### src/core/dba_pkg.sv
package dba_pkg;
  // Register select codes on the register port.
  localparam logic SEL_CONTROL = 1'h0;
  localparam logic SEL_STATUS = 1'h1;
  // Control register field positions.
  localparam int CTL_INIT_BIT = 0;
  localparam int CTL_ABORT_BIT = 1;
  localparam int CTL_IE_BIT = 2;
  localparam int CTL_MAINT_BIT = 3;
  // Status register field positions.
  localparam int STS_BUSY_BIT = 31;
  localparam int STS_NORESP_BIT = 30;
  localparam int STS_CRD_BIT = 29;
  localparam int STS_PGE_BIT = 19;
  localparam int STS_NED_BIT = 18;
  localparam int STS_ATTENTION_FLAG_BIT = 16;
  // Reset values.
  localparam logic IE_RESET = 1'h1;
  localparam logic MAINT_RESET = 1'h0;
  localparam logic [31:0] RDATA_RESET = 32'h0000_0000;
  // Timing.
  localparam int CLK_PERIOD_NS = 20;
  localparam int ACK_TIMEOUT_NS = 1500;
  localparam int ACK_TIMEOUT_CYCLES = (ACK_TIMEOUT_NS + CLK_PERIOD_NS - 1) / CLK_PERIOD_NS;
  localparam int ACK_TIMER_W = 8;

  typedef enum logic [1:0] {
    ABT_IDLE = 2'b00,
    ABT_WAIT_EOB = 2'b01,
    ABT_DONE = 2'b10
  } dba_abort_e;

  // Same-clock events from the rest of the adapter.
  typedef struct packed {
    logic xfer_cmd;
    logic xfer_cmd_bad;
    logic load_param;
    logic no_resp;
    logic crd_data;
    logic xfer_end;
  } dba_event_s;

  // Lines driven toward the drive bus.
  typedef struct packed {
    logic run;
    logic demand_line;
    logic exception_line;
    logic fail;
    logic init;
  } dba_drive_s;
endpackage

### src/core/dba_sync.sv
module dba_sync #(
  parameter int W = 3
) (
  // Clock and reset.
  input wire logic clk_in,
  input wire logic reset_n_in,
  input wire logic ce_in,
  // Data.
  input wire logic [W-1:0] async_in,
  output logic [W-1:0] sync_out
);
  logic [W-1:0] meta_reg;
  logic [W-1:0] meta_next;
  logic [W-1:0] sync_reg;
  logic [W-1:0] sync_next;

  always_comb begin
    meta_next = ce_in ? async_in : meta_reg;
    sync_next = ce_in ? meta_reg : sync_reg;
  end

  always_ff @(posedge clk_in or negedge reset_n_in) begin
    if (!reset_n_in) begin
      meta_reg <= '0;
      sync_reg <= '0;
    end else begin
      meta_reg <= meta_next;
      sync_reg <= sync_next;
    end
  end

  assign sync_out = sync_reg;
endmodule

### src/core/dba_ack_timer.sv
module dba_ack_timer #(
  parameter int W = 8,
  parameter logic [W-1:0] LIMIT = 8'h4B
) (
  // Clock and reset.
  input wire logic clk_in,
  input wire logic reset_n_in,
  input wire logic ce_in,
  // Control.
  input wire logic run_in,
  output logic expired_out
);
  logic [W-1:0] cnt_reg;
  logic [W-1:0] cnt_next;
  logic fire_reg;
  logic fire_next;

  // The count saturates at the limit so one wait fires only once.
  always_comb begin
    cnt_next = cnt_reg;
    fire_next = fire_reg;
    if (ce_in) begin
      fire_next = run_in && (cnt_reg == LIMIT - 1'b1);
      if (!run_in) begin
        cnt_next = '0;
      end else if (cnt_reg != LIMIT) begin
        cnt_next = cnt_reg + 1'b1;
      end
    end
  end

  always_ff @(posedge clk_in or negedge reset_n_in) begin
    if (!reset_n_in) begin
      cnt_reg <= '0;
      fire_reg <= 1'b0;
    end else begin
      cnt_reg <= cnt_next;
      fire_reg <= fire_next;
    end
  end

  assign expired_out = fire_reg;
endmodule

### src/core/dba_ctrl_status.sv
// Summary of operation
// [RQ1] Control bits 31 to 4 always read zero.
// [RQ2] Control bit 3 puts the adapter into maintenance mode.
// [RQ3] Maintenance mode blocks run and demand and asserts fail.
// [RQ4] Maintenance mode cannot be set while a transfer is busy.
// [RQ5] Interrupt enable set by write or power-up, cleared by write zero or init.
// [RQ6] Abort bit starts abort; cleared by write zero, init or bus_a.
// [RQ7] Abort negates run, asserts exception, reads one after end-of-block falls.
// [RQ8] Init clears abort, enable and status; reads as zero.
// [RQ9] Init cancels pending commands, aborts transfer, drives bus init.
// [RQ10] Init interrupts when the enable bit was one.
// [RQ11] Status interrupts wait until no transfer is active.
// [RQ12] Busy bit is read-only, set on command, cleared on abort.
// [RQ13] No-response sets bit 30 and retries; write one or init clears.
// [RQ14] Corrected read data sets bit 29; write one or init clears.
// [RQ15] Programming errors set bit 19; write one clears; interrupts.
// [RQ16] No acknowledge within 1.5 us of demand sets bit 18, zero data.
// [RQ17] All control bits read back except init; the abort bit reads one only in the done state.
// [RQ18] Attention line sets the attention bit, which interrupts.
// [RQ19] Writing zero keeps flags; status bits 28 to 20 read zero.
// [RQ20] Software checks busy before loading parameters or maintenance mode.
module dba_ctrl_status (
  // Clock and reset.
  input wire logic clk_in,
  input wire logic reset_n_in,
  input wire logic ce_in,
  // Register port.
  input wire logic reg_sel_in,
  input wire logic reg_wr_in,
  input wire logic reg_rd_in,
  input wire logic [31:0] reg_wdata_in,
  output logic [31:0] reg_rdata_out,
  // Adapter events and requests.
  input wire dba_pkg::dba_event_s event_in,
  input wire logic run_req_in,
  input wire logic demand_req_in,
  input wire logic bus_a_in,
  // Drive bus pins.
  input wire logic attention_line_in,
  input wire logic end_of_block_line_in,
  input wire logic xfer_ack_line_in,
  output dba_pkg::dba_drive_s drive_out,
  // Adapter side outputs.
  output logic abort_active_out,
  output logic retry_out,
  output logic zero_read_data_out,
  output logic irq_out
);
  logic [2:0] pins_sync;
  logic attention_flag_s;
  logic eob_s;
  logic ack_s;
  logic ack_expired;
  logic wr_ctl;
  logic wr_sts;
  logic init_wr;
  logic eob_fall;
  logic cmd_ok;

  logic maint_reg, maint_next;
  logic ie_reg, ie_next;
  dba_pkg::dba_abort_e abt_reg, abt_next;
  logic busy_reg, busy_next;
  logic noresp_reg, noresp_next;
  logic crd_reg, crd_next;
  logic pge_reg, pge_next;
  logic ned_reg, ned_next;
  logic attention_flag_reg, attention_flag_next;
  logic init_irq_reg, init_irq_next;
  logic irq_reg, irq_next;
  logic retry_reg, retry_next;
  logic zero_rd_reg, zero_rd_next;
  logic abort_act_reg, abort_act_next;
  logic eob_d_reg, eob_d_next;
  logic [31:0] rdata_reg, rdata_next;
  dba_pkg::dba_drive_s drive_reg, drive_next;

  // Drive bus lines come from another clock's world and are synchronised first.
  dba_sync #(
    .W(3)
  ) u_sync (
    .clk_in(clk_in),
    .reset_n_in(reset_n_in),
    .ce_in(ce_in),
    .async_in({attention_line_in, end_of_block_line_in, xfer_ack_line_in}),
    .sync_out(pins_sync)
  );

  assign attention_flag_s = pins_sync[2];
  assign eob_s = pins_sync[1];
  assign ack_s = pins_sync[0];

  dba_ack_timer #(
    .W(dba_pkg::ACK_TIMER_W),
    .LIMIT(dba_pkg::ACK_TIMER_W'(dba_pkg::ACK_TIMEOUT_CYCLES))
  ) u_timer (
    .clk_in(clk_in),
    .reset_n_in(reset_n_in),
    .ce_in(ce_in),
    .run_in(drive_reg.demand_line && !ack_s),
    .expired_out(ack_expired)
  );

  function automatic logic w1c(input logic flag, input logic set, input logic clr);
    // A set arriving with the clear wins, so no event is lost.
    w1c = set | (flag & ~clr);
  endfunction

  always_comb begin
    wr_ctl = reg_wr_in && (reg_sel_in == dba_pkg::SEL_CONTROL);
    wr_sts = reg_wr_in && (reg_sel_in == dba_pkg::SEL_STATUS);
    init_wr = wr_ctl && reg_wdata_in[dba_pkg::CTL_INIT_BIT];
    eob_fall = eob_d_reg && !eob_s;
    cmd_ok = event_in.xfer_cmd && !busy_reg && !event_in.xfer_cmd_bad;
  end

  always_comb begin
    maint_next = maint_reg;
    ie_next = ie_reg;
    abt_next = abt_reg;
    busy_next = busy_reg;
    noresp_next = noresp_reg;
    crd_next = crd_reg;
    pge_next = pge_reg;
    ned_next = ned_reg;
    attention_flag_next = attention_flag_reg;
    init_irq_next = init_irq_reg;
    irq_next = irq_reg;
    retry_next = retry_reg;
    zero_rd_next = zero_rd_reg;
    abort_act_next = abort_act_reg;
    eob_d_next = eob_d_reg;
    rdata_next = rdata_reg;
    drive_next = drive_reg;
    if (ce_in) begin
      eob_d_next = eob_s;
      if (wr_ctl) begin
        // Maintenance mode only turns on with no transfer running.
        maint_next = reg_wdata_in[dba_pkg::CTL_MAINT_BIT] && (!busy_reg || maint_reg); // [RQ2] [RQ4]
        ie_next = reg_wdata_in[dba_pkg::CTL_IE_BIT]; // [RQ5] [RQ17]
      end
      if (init_wr) begin
        ie_next = 1'b0; // [RQ5] [RQ8]
      end
      case (abt_reg)
        dba_pkg::ABT_IDLE: begin
          if (wr_ctl && reg_wdata_in[dba_pkg::CTL_ABORT_BIT]) begin
            abt_next = dba_pkg::ABT_WAIT_EOB; // [RQ6]
          end
        end
        dba_pkg::ABT_WAIT_EOB: begin
          if (eob_fall) begin
            abt_next = dba_pkg::ABT_DONE; // [RQ7]
          end
        end
        dba_pkg::ABT_DONE: begin
          abt_next = dba_pkg::ABT_DONE;
        end
        default: begin
          abt_next = dba_pkg::ABT_IDLE;
        end
      endcase
      if (init_wr || bus_a_in || (wr_ctl && !reg_wdata_in[dba_pkg::CTL_ABORT_BIT])) begin
        abt_next = dba_pkg::ABT_IDLE; // [RQ6] [RQ8]
      end
      // Busy ends with a finished or aborted transfer; init aborts it too.
      if (init_wr || event_in.xfer_end || (abt_reg == dba_pkg::ABT_WAIT_EOB && eob_fall)) begin
        busy_next = 1'b0; // [RQ9] [RQ12]
      end
      if (cmd_ok && !init_wr) begin
        busy_next = 1'b1; // [RQ12]
      end
      noresp_next = w1c(noresp_reg, event_in.no_resp,
                        init_wr || (wr_sts && reg_wdata_in[dba_pkg::STS_NORESP_BIT])); // [RQ13]
      crd_next = w1c(crd_reg, event_in.crd_data,
                     init_wr || (wr_sts && reg_wdata_in[dba_pkg::STS_CRD_BIT])); // [RQ14]
      pge_next = w1c(pge_reg,
                     (event_in.xfer_cmd && busy_reg) || event_in.xfer_cmd_bad ||
                     (event_in.load_param && busy_reg) ||
                     (wr_ctl && reg_wdata_in[dba_pkg::CTL_MAINT_BIT] && busy_reg),
                     init_wr || (wr_sts && reg_wdata_in[dba_pkg::STS_PGE_BIT])); // [RQ15] [RQ19]
      ned_next = w1c(ned_reg, ack_expired,
                     init_wr || (wr_sts && reg_wdata_in[dba_pkg::STS_NED_BIT])); // [RQ16] [RQ19]
      attention_flag_next = w1c(attention_flag_reg, attention_flag_s,
                      init_wr || (wr_sts && reg_wdata_in[dba_pkg::STS_ATTENTION_FLAG_BIT])); // [RQ18]
      // The enable is sampled before init clears it; reading control acknowledges.
      init_irq_next = w1c(init_irq_reg, init_wr && ie_reg,
                          reg_rd_in && (reg_sel_in == dba_pkg::SEL_CONTROL)); // [RQ10]
      irq_next = init_irq_reg ||
                 (ie_reg && (pge_reg || ned_reg || attention_flag_reg) && !busy_reg); // [RQ11] [RQ15]
      retry_next = event_in.no_resp; // [RQ13]
      zero_rd_next = ack_expired; // [RQ16]
      abort_act_next = (abt_next != dba_pkg::ABT_IDLE) || init_wr; // [RQ6] [RQ9]
      drive_next.run = run_req_in && !maint_next && (abt_next == dba_pkg::ABT_IDLE) &&
                       !init_wr; // [RQ3] [RQ7]
      drive_next.demand_line = demand_req_in && !maint_next; // [RQ3]
      drive_next.exception_line = (abt_next == dba_pkg::ABT_WAIT_EOB); // [RQ7]
      drive_next.fail = maint_next; // [RQ3]
      drive_next.init = init_wr; // [RQ9]
      if (reg_rd_in) begin
        rdata_next = '0; // [RQ1] [RQ19]
        if (reg_sel_in == dba_pkg::SEL_CONTROL) begin
          rdata_next[dba_pkg::CTL_MAINT_BIT] = maint_reg; // [RQ17]
          rdata_next[dba_pkg::CTL_IE_BIT] = ie_reg;
          rdata_next[dba_pkg::CTL_ABORT_BIT] = (abt_reg == dba_pkg::ABT_DONE); // [RQ7]
        end else begin
          rdata_next[dba_pkg::STS_BUSY_BIT] = busy_reg;
          rdata_next[dba_pkg::STS_NORESP_BIT] = noresp_reg;
          rdata_next[dba_pkg::STS_CRD_BIT] = crd_reg;
          rdata_next[dba_pkg::STS_PGE_BIT] = pge_reg;
          rdata_next[dba_pkg::STS_NED_BIT] = ned_reg;
          rdata_next[dba_pkg::STS_ATTENTION_FLAG_BIT] = attention_flag_reg;
        end
      end
    end
  end

  always_ff @(posedge clk_in or negedge reset_n_in) begin
    if (!reset_n_in) begin
      maint_reg <= dba_pkg::MAINT_RESET;
      ie_reg <= dba_pkg::IE_RESET; // [RQ5]
      abt_reg <= dba_pkg::ABT_IDLE;
      busy_reg <= 1'b0;
      noresp_reg <= 1'b0;
      crd_reg <= 1'b0;
      pge_reg <= 1'b0;
      ned_reg <= 1'b0;
      attention_flag_reg <= 1'b0;
      init_irq_reg <= 1'b0;
      irq_reg <= 1'b0;
      retry_reg <= 1'b0;
      zero_rd_reg <= 1'b0;
      abort_act_reg <= 1'b0;
      eob_d_reg <= 1'b0;
      rdata_reg <= dba_pkg::RDATA_RESET;
      drive_reg <= '0;
    end else begin
      maint_reg <= maint_next;
      ie_reg <= ie_next;
      abt_reg <= abt_next;
      busy_reg <= busy_next;
      noresp_reg <= noresp_next;
      crd_reg <= crd_next;
      pge_reg <= pge_next;
      ned_reg <= ned_next;
      attention_flag_reg <= attention_flag_next;
      init_irq_reg <= init_irq_next;
      irq_reg <= irq_next;
      retry_reg <= retry_next;
      zero_rd_reg <= zero_rd_next;
      abort_act_reg <= abort_act_next;
      eob_d_reg <= eob_d_next;
      rdata_reg <= rdata_next;
      drive_reg <= drive_next;
    end
  end

  assign reg_rdata_out = rdata_reg;
  assign drive_out = drive_reg;
  assign abort_active_out = abort_act_reg;
  assign retry_out = retry_reg;
  assign zero_read_data_out = zero_rd_reg;
  assign irq_out = irq_reg;
endmodule

### config.mk
export PLATFORM = sky130hd
export DESIGN_NAME = dba_ctrl_status
export DESIGN_NICKNAME = d
export VERILOG_FILES = /design/src/core/dba_pkg.sv /design/src/core/dba_sync.sv /design/src/core/dba_ack_timer.sv /design/src/core/dba_ctrl_status.sv
export SDC_FILE = /design/constraint.sdc
export NUM_CORES = 1
export LEC_CHECK = 0
export CAP_MARGIN = 25
export CORE_MARGIN = 3
export CORE_UTILIZATION = 30
export CTS_CLUSTER_SIZE = 24
export DETAILED_ROUTE_END_ITERATION = 16
export DONT_BUFFER_PORTS = 1
export SLEW_MARGIN = 20
export SYNTH_ARGS = -nofsm -noshare
export SYNTH_HDL_FRONTEND = slang
export SYNTH_HIERARCHICAL = 1
export SYNTH_SLANG_ARGS = --single-unit
### constraint.sdc
create_clock -name clk_in -period 4 [get_ports clk_in]
set_input_delay 0.2 -clock clk_in [delete_from_list [all_inputs] [get_ports clk_in]]
set_output_delay 0.2 -clock clk_in [all_outputs]
set_load 0.05 [all_outputs]
==> key figures, run 1 <==
Clock tree
  • Clk root buf: clkbuf_8
  • CTS H-Tree Depth: 2
  • Num CTS Buffers: 5
  • Post-CTS Resized: 0
  • Clk slew on worst S/H paths: 0.09 ns
  • Skew-Pair Late Insertion Delay: roughly 0.30 ns
  • CTS max path bufs: 2
  • # clock sinks: 44
  • CTS tree: done

Placed design
  • Placed Area: ~2200 um^2
  • PortBufs: 0
  • HPWL Detailed: 3340 um
  • Routability cong.: 0.830

Die
  • Core area: 7020 um^2
  • Die W: 92.5 um
  • Chip height: 92.5 um
  • Die area: approximately 8500 um^2
  • Initial Utilization: 0.319
  • Placement Rows: 30
  • IO Pins: 91

Finish
  • Most frequent cells in the layout: dfrtp_1, nand2_1, conb_1
  • ANT cells: 0
  • Fin area: 2420 um^2
  • Fin nets: 277
  • Area occupied by multi-input gates: 957 um^2
  • Final core utilization: 0.344
  • Fillers: between 700 and 800
  • Commonest non-fill, non-tap cell in the layout: dfrtp_1
  • Share of layout cells above drive strength 1: 0.102
  • Max FFs per register: 9
  • Synth-to-layout area growth: 7.81%
  • Register area: 1100 um^2

Detailed routing
  • Vias per cell: 4.74
  • Final ANT Viol Nets: 0
  • WL final: 4930 um
  • Routed len/inst: approximately 15 um
  • First-pass DRT Iterations: 4
  • Vias: 1527
  • DRC Markers: 0
  • Detailed Route Iter0 Violations: 88

Worst setup path
  • R2R Setup Slk: 1.86 ns
  • CP Launch Type: flip-flop
  • Arrival @ worst endpoint: about 2.4 ns
  • Critical-path maximum fanout: 8
  • CP required: 4.21 ns
  • Worst Path Class, Setup: flip-flop to flip-flop
  • CP Capture Type: flip-flop

GRT
  • Total GRT Usage: 0.122
  • First-pass GRT wire length: 8070 um
  • GRT Residual Overflow: 0
  • Met2 usage in global routing: 0.182
  • Met3 usage: 0.0382
  • Initial antenna violation count: 0
  • Vias in the first global route: 1547
  • Largest net degree at the start of global routing: 45
  • Grt met1 use: 0.163
  • Layer with the highest usage: met2

Timing
  • Worst Skew: roughly 0.0056 ns
  • Final TNS setup: 0 ns
  • Min Tclk post-route: about 2.1 ns
  • Final hold slack: 0.0178 ns
  • Fmax: 466 MHz
  • Relative slew slack: 0.596
  • Fin. max-slew vios: 0
  • Tcrit/Tclk final: 0.536
  • Final Hold Violating Endpoints: 0
  • Worst Tran Pin Value: 0.606 ns
  • Final setup fails: 0
  • RSZ-0062 raised after global routing: false

Power and ir drop
  • Combinational Power Share: 0.131
  • P_sw: 0.364 mW
  • Clock power share: 0.332
  • Worst vdd ir: 0.000190 V
  • Pint: approximately 0.74 mW
  • Pwr dens: 457 nW/um^2
  • Sequential power share: 0.536
  • Switching part of the total power: 0.330
  • Lkg Pwr: 1.05 nW

Synthesis
  • Synth area leader: dfrtp_1
  • Number of flops mapped to enable cells by yosys: 0
  • Yosys reg bits: 44
  • Post-synthesis cell type count: 45
  • Avg Synthesized Cell Area: a little over 10 um^2
  • Post-Synth Adder-Cell Area: 0.0112
  • Synth Area in Simple Gates: 0.142
  • Share of Yosys cell area claimed by the top area cell type: 0.480
  • Post-synth ARST share: 1.00
  • Synth top area cells: dfrtp_1, buf_4, nand2_1
  • Post-Syn Instances: 222
  • Post-Synth XOR/XNOR Area: 0.00391
  • Mux contribution to synthesized area: 0.0597
  • Combinational family with the most area after synthesis: compound AO/OA/AOI/OAI gates
  • Synth Flop Type: dfrtp_1
  • Sequential area share after synthesis: 0.492
  • Synth warnings: 6
  • Post-Syn Area: 2240 um^2
  • Synth Area in Compound Gates: 0.171

Run status
  • Status: finished, final reports clean

Worst hold path
  • Hold WC Path Type: input pin to flip-flop

Run
  • Max Cap Violations: 0
power groups by stage:
stage	combinational, mW	sequential, mW	clock, mW
finish	0.145	0.592	0.367
global route	0.163	0.600	0.405
CTS	0.146	0.593	0.385
detailed placement	0.128	0.603	0
global placement	0.127	0.601	0
floorplan	0.151	0.582	0
cell type report:
class / count / share of cell area
Clock buffer: 6 / 0.0342
Clock inverter: 2 / 0.0160
Inverter: 13 / 0.0202
Multi-Input combinational cell: 156 / 0.396
Sequential cell: 44 / 0.456
Tap cell: 96 / 0.0497
Timing Repair Buffer: 5 / 0.0280
repair_timing:
action / 4_1_cts / 5_1_grt
hold buffers: 5 / 0
endpoints found under the hold margin: 53 / 0
setup buffers: 0 / 0
logic make-up (layout without fill, tap and decap cells):
family / Yosys count / after routing
buffers and inverters: 44 / 26
AOI/OAI and AO/OA: 55 / 55
xor gates and xnor gates: 1 / 1
other: 1 / 23
and+or+nand+nor: 65 / 65
muxes: 10 / 10
DFF: 44 / 44
adders and majority gates: 2 / 2
cell usage after synthesis, drive strengths merged, types with 2 or more instances:
library cell,number
nand2b,3
a21oi,5
dfrtp,43
o31ai,4
mux2,9
nand3,4
a22o,2
a211o,2
nor3,5
inv,13
nand2,32
clkbuf,4
a31oi,3
o21ai,24
o41ai,2
a32o,5
nor3b,2
ha,2
nand4,3
nor2,5
buf,27
and3,3
nor2b,4
worst max-delay path, cell delays in order, from the launching register on:
cell     delay (ns)
dfrtp_1        0.67
nor2b_1        0.51
nand2_1        0.23
o41ai_4        0.43
o21ai_1        0.13
o31ai_1        0.08
path summary, 6_finish.rpt:
kind | to | start | depth (start not counted)
max | u_timer/cnt_reg[2] | drive_out[3] | 5
min reg2reg | eob_d_reg | eob_d_reg | 1
max in group asynchronous | ie_reg | reset_n_in | 2
min in group asynchronous | u_timer/cnt_reg[4] | reset_n_in | 2
max reg2reg | u_timer/cnt_reg[2] | drive_out[3] | 5
min | ie_reg | reg_wdata_in[2] | 2
metrics by stage:
stage	cells	power, mW	setup WS [ns]
after floorplan	244	0.734	2.22
after global placement	309	0.727	1.85
after detailed placement	309	0.731	1.85
after CTS	322	1.12	1.84
after global routing	322	1.17	1.63
final	322	1.10	1.86
metal layers:
layer / share of wire / wire length (um)
met3: 0.071 / 351
met2: 0.46 / 2260
met5: 0 / 0
met4: 0.014 / 69
met1: 0.46 / 2250
Power figures use the tool's default switching activity.
==> run 2: changes to the inputs <==
==> constraint.sdc (replaced) <==
create_clock -name clk_in -period 2.15 [get_ports clk_in]
set_input_delay 0.1075 -clock clk_in [delete_from_list [all_inputs] [get_ports clk_in]]
set_output_delay 0.1075 -clock clk_in [all_outputs]
set_load 0.05 [all_outputs]
==> run 2 against run 1 <==
Compared with the run above:
- sequential power rose by 82%
- largest power group unchanged
- maximum frequency rose by 19%
- final area is 5.5% higher
- sequential share of layout area down 2.4 points
==> key figures, run 2 (synthesis gave the netlist of run 1 again) <==
Clock tree
  • Clk root buf: clkbuf_8
  • Clk slew on worst S/H paths: 0.09 ns
  • Hold-fix buffers, CTS: 15
  • Num CTS Buffers: 5
  • CTS H-Tree Depth: 2
  • Post-CTS Resized: 0
  • Skew-Pair Late Insertion Delay: 0.31 ns
  • Post-CTS Setup Bufs: 0
  • # clock sinks: between 40 and 50
  • CTS max path bufs: 2
  • CTS tree: done

Die
  • Initial Utilization: 0.319
  • Placement Rows: 30
  • Chip height: 92.5 um
  • Core area: 7020 um^2
  • Die W: 92.5 um
  • Die area: 8550 um^2
  • IO Pins: 91

Detailed routing
  • DRC Markers: 0
  • Detailed Route Iter0 Violations: 82
  • WL final: 5050 um
  • Final ANT Viol Nets: 0
  • WL met1: around 2200 um
  • WL met2: 2370 um
  • Max layer used: met4
  • First-pass DRT Iterations: 4
  • Routed len/inst: around 15 um
  • Vias per cell: about 4.7
  • Vias: 1568
  • Detail Route met3 WL: 382 um

Finish
  • Fillers: 713
  • Share of layout cells above drive strength 1: 0.113
  • Synth-to-layout area growth: 13.7%
  • Most frequent cells in the layout: dfrtp_1, nand2_1, conb_1
  • Fin area: between 2000 and 3000 um^2
  • Register area: around 1100 um^2
  • Commonest non-fill, non-tap cell in the layout: dfrtp_1
  • Fin nets: a little under 300
  • ANT cells: 0
  • Area occupied by multi-input gates: 957 um^2
  • Max FFs per register: 9

GRT
  • Total GRT Usage: 0.124
  • GRT Residual Overflow: 0
  • Largest net degree at the start of global routing: 45
  • First-pass GRT wire length: roughly 8000 um
  • Vias in the first global route: 1549
  • Initial antenna violation count: 0

Power and ir drop
  • Worst vdd ir: ~0.00043 V
  • Clock power share: 0.326
  • Pwr dens: 823 nW/um^2
  • Sequential power share: 0.513
  • Pint: 1.40 mW
  • P_sw: 0.693 mW
  • Combinational Power Share: 0.161
  • Lkg Pwr: between 1 and 1.5 nW
  • Power, Total: 2.10 mW
  • Switching part of the total power: 0.330

Timing
  • Slack of the critical path: 0.351 ns
  • Final TNS setup: 0 ns
  • Final Hold Violating Endpoints: 0
  • RSZ-0062 raised after global routing: false
  • Final setup fails: 0
  • Worst Tran Pin Value: 0.532 ns
  • Relative slew slack: 0.644
  • Fmax: 556 MHz
  • Min Tclk post-route: roughly 1.8 ns
  • Fin. max-slew vios: 0
  • Worst Skew: 0.0131 ns
  • Final hold slack: between 0.02 and 0.025 ns
  • Tcrit/Tclk final: 0.837

Worst setup path
  • R2r endpoint: u_timer/cnt_reg[2]
  • Critical Path Source: u_timer/cnt_reg[4]
  • CP Launch Type: flip-flop
  • CP required: 2.35 ns
  • R2R Setup Slk: roughly 0.35 ns
  • Critical-path maximum fanout: 7
  • Number of cells on the worst reg-to-reg path: 4
  • Worst Path Class, Setup: flip-flop to flip-flop
  • Arrival @ worst endpoint: roughly 2.0 ns
  • CP Capture Type: flip-flop
  • FF-to-FF Start: u_timer/cnt_reg[4]

Placed design
  • HPWL Detailed: about 3400 um
  • PortBufs: 0
  • Placed Area: 2250 um^2
  • Routability cong.: 0.826
  • Placement Setup Slack: 0.366 ns

Worst hold path
  • Hold Path Cell Cnt: 2
  • Hold EP: ned_reg
  • Hold Startpoint: reg_wdata_in[18]
  • Hold WC Path Type: input pin to flip-flop

Run
  • Max Cap Violations: 0

Run status
  • Status: finished, final reports clean
==> run 2: cell types whose count changed in the layout (fill, tap and decap cells not counted) <==
cell           before  now
dlygate4sd3_1       4   13
buf_4               0    3
buf_12              0    1
==> run 2: cell type report <==
cell class | instances | area share
tap | 96 | 0.0471
sequential | 44 | 0.432
clock buffer | 6 | 0.0324
timing repair buffer | 18 | 0.0785
multi-input combinational | 156 | 0.375
clock inverter | 2 | 0.0152
inverter | 13 | 0.0191
==> run 2: worst max path at each step <==
stage,slack [ns],to
global placement,0.39,u_timer/cnt_reg[2]
global route,0.23,u_timer/cnt_reg[3]
detailed placement,0.37,u_timer/cnt_reg[2]
CTS,0.34,u_timer/cnt_reg[2]
floorplan,0.37,u_timer/cnt_reg[2]
finish,0.35,u_timer/cnt_reg[2]
==> run 2: routing by layer <==
metal  up-vias  track usage
li1        766            -
met1       751        0.163
met2        45        0.189
met3         6       0.0439
met4         0       0.0421
met5         -            0
==> run 2: power groups by stage <==
stage,clock network (mW),registers (mW),logic [mW]
after floorplan,0,1.08,0.282
after global placement,0,1.09,0.273
after detailed placement,0,1.10,0.276
after CTS,0.707,1.08,0.340
after global routing,0.737,1.09,0.374
final,0.684,1.08,0.337
==> run 2: metrics by stage <==
stage	util	instances
after floorplan	-	244
after global placement	0.321	312
after detailed placement	0.321	312
after CTS	0.363	335
after global routing	0.363	335
final	0.363	335
==> run 2: worst max-delay path, cell delays in order, from the launching register on <==
cell and delay, ns:
dfrtp_1 0.44, or4b_4 0.56, o41ai_4 0.49, o21ai_1 0.14
o31ai_1 0.08
==> run 3: changes to the inputs <==
==> constraint.sdc (replaced) <==
create_clock -name clk_in -period 1.7 [get_ports clk_in]
set_input_delay 0.085 -clock clk_in [delete_from_list [all_inputs] [get_ports clk_in]]
set_output_delay 0.085 -clock clk_in [all_outputs]
set_load 0.05 [all_outputs]
==> run 3 against run 2 <==
Compared with the run above:
- maximum frequency grew 8.5%
- sequential power grew 26%
- worst setup slack lost 0.31 ns
- largest power group unchanged
- final cell count grew 3.3%
- via count grew 3.6%
- sequential share of layout area shrank 1.2 points
- utilization grew 1.1 points
- die area is the same
- clock-buffer cell count is the same
- final area grew 3.0%
==> key figures, run 3 (synthesis gave the netlist of run 1 again) <==
Finish
  • ANT cells: 0
  • Share of layout cells above drive strength 1: 0.152
  • Area occupied by multi-input gates: roughly 1000 um^2
  • Commonest non-fill, non-tap cell in the layout: dfrtp_1
  • Register area: 1100 um^2
  • Fin nets: 301
  • Most frequent cells in the layout: dfrtp_1, nand2_1, conb_1
  • Synth-to-layout area growth: 17.2%
  • Final core utilization: 0.374
  • Max FFs per register: 9
  • Fillers: 737

Worst setup path
  • CP required: 1.91 ns
  • Number of cells on the worst reg-to-reg path: 5
  • Critical Path Max Stage Delay: 0.57 ns
  • R2R Setup Slk: just over 0.04 ns
  • Worst Path Class, Setup: flip-flop to flip-flop
  • Delay-heaviest family, CP: simple AND/OR/NAND/NOR gates
  • Worst path cell trace: or4b_4, o41ai_4, buf_6, o21ai_1, o31ai_1
  • Critical-path maximum fanout: 7
  • CP Launch Type: flip-flop
  • CP Depth: 5
  • FF-to-FF Start: u_timer/cnt_reg[5]
  • Arrival @ worst endpoint: 1.87 ns
  • CP Capture Type: flip-flop
  • R2r endpoint: u_timer/cnt_reg[2]
  • Buf/Inv on CP: 1
  • Cell at the slowest stage of the critical path: or4b_4

Placed design
  • HPWL Detailed: 3420 um
  • Placement Setup Slack: -0.0108 ns
  • Routability cong.: between 0.8 and 0.9
  • PortBufs: 0

Worst hold path
  • Hold WC Path Type: input pin to flip-flop
  • Hold Startpoint: ce_in
  • Hold Path Cell Cnt: 3
  • Hold EP: u_timer/cnt_reg[7]

Clock tree
  • Clk slew on worst S/H paths: 0.08 ns
  • CTS max path bufs: 2
  • Clk root buf: clkbuf_8
  • CTS tree: done
  • Skew-Pair Late Insertion Delay: 0.30 ns
  • Num CTS Buffers: 5
  • CTS H-Tree Depth: 2
  • # clock sinks: 44

Die
  • Initial Utilization: 0.319
  • Core area: about 7000 um^2
  • Die W: 92.5 um
  • Chip height: 92.5 um
  • Placement Rows: 30
  • IO Pins: between 90 and 100
  • Die area: 8550 um^2

Detailed routing
  • WL final: 5020 um
  • Detailed Route Iter0 Violations: 36
  • First-pass DRT Iterations: 4
  • Vias per cell: ~4.7
  • Routed len/inst: 14.5 um
  • Final ANT Viol Nets: 0
  • DRC Markers: 0
  • Vias: between 1500 and 2000

GRT
  • Initial antenna violation count: 0
  • Vias in the first global route: 1577
  • GRT Residual Overflow: 0
  • Total GRT Usage: 0.120
  • Largest net degree at the start of global routing: 45
  • First-pass GRT wire length: between 8000 and 9000 um

Timing
  • Worst Tran Pin Value: 0.535 ns
  • Fin. max-slew vios: 0
  • Worst Skew: ~0.014 ns
  • Slack of the critical path: between 0.04 and 0.05 ns
  • Tcrit/Tclk final: 0.976
  • Final Hold Violating Endpoints: 0
  • Min Tclk post-route: 1.66 ns
  • Final setup fails: 0
  • Fmax: 603 MHz
  • RSZ-0062 raised after global routing: true
  • Relative slew slack: 0.642

Power and ir drop
  • Worst vdd ir: 0.000347 V
  • Pwr dens: 940 nW/um^2
  • Clock power share: 0.270
  • Combinational Power Share: 0.180
  • Lkg Pwr: 1.15 nW
  • Pint: 1.60 mW
  • Power, Total: 2.47 mW
  • P_sw: between 0.8 and 0.9 mW
  • Switching part of the total power: 0.354
  • Sequential power share: 0.550

Run status
  • Status: finished, final reports clean

Run
  • Max Cap Violations: 0
-- run 3: changes by cell type in the layout (fill, tap and decap cells not counted), sizes merged --
cell / previous run / this run
bufinv: 1 / 0
clkinvlp: 0 / 1
dlygate4sd3: 13 / 17
buf: 5 / 12
-- run 3: stage by stage --
stage	setup TNS [ns]	hold slack [ns]	instance area (um^2)	instances
3_3_place_gp	-0.0347	-0.209	2290	317
4_1_cts	0	0.00891	2590	344
2_1_floorplan	0	-0.211	2330	244
3_5_place_dp	-0.0239	-0.209	2290	317
6_report	0	0.0201	2630	346
5_1_grt	-0.0746	0.0400	2630	346
-- run 3: cell type report --
type                       instances  share of cell area
sequential                        44               0.420
tap                               96              0.0457
multi-input combinational        156               0.370
timing repair buffer              29               0.113
inverter                          13              0.0186
clock buffer                       6              0.0276
clock inverter                     2             0.00476
-- run 3: per-layer routing --
metal,track usage,vias up,part of all wire
li1,-,785,-
met1,0.168,787,0.47
met2,0.174,49,0.46
met5,0,-,0
met4,0.0371,0,0.0070
met3,0.0422,4,0.065
-- run 3: power by group through the flow --
stage	sequential (mW)	combinational (mW)	clock, mW
6_report	1.36	0.444	0.667
5_1_grt	1.38	0.489	0.736
4_1_cts	1.36	0.444	0.703
3_5_place_dp	1.38	0.349	0
3_3_place_gp	1.38	0.345	0
2_1_floorplan	1.37	0.356	0
-- run 3: worst max path at each step --
stage                             startpoint                  to  slack, ns
final                     u_timer/cnt_reg[5]  u_timer/cnt_reg[2]       0.04
after global routing      u_timer/cnt_reg[5]  u_timer/cnt_reg[2]      -0.03
after CTS                 u_timer/cnt_reg[2]  u_timer/cnt_reg[3]       0.03
after detailed placement  u_timer/cnt_reg[2]  u_timer/cnt_reg[2]      -0.01
after global placement    u_timer/cnt_reg[2]  u_timer/cnt_reg[2]      -0.02
after floorplan                 drive_out[3]  u_timer/cnt_reg[2]       0.06
-- run 3: timing repair --
item,CTS,global route
resized for setup,0,5
hold buffers,19,0
endpoints found under the setup margin,3,7
endpoints found under the hold margin,82,0
pin swaps,1,3
setup buffers,0,2
cloned,0,0
-- run 3: worst reg2reg max path, stage by stage (launching register included) --
cell and delay [ns]:
dfrtp_1 0.39, or4b_4 0.57, o41ai_4 0.31, buf_6 0.18, o21ai_1 0.07, o31ai_1 0.06
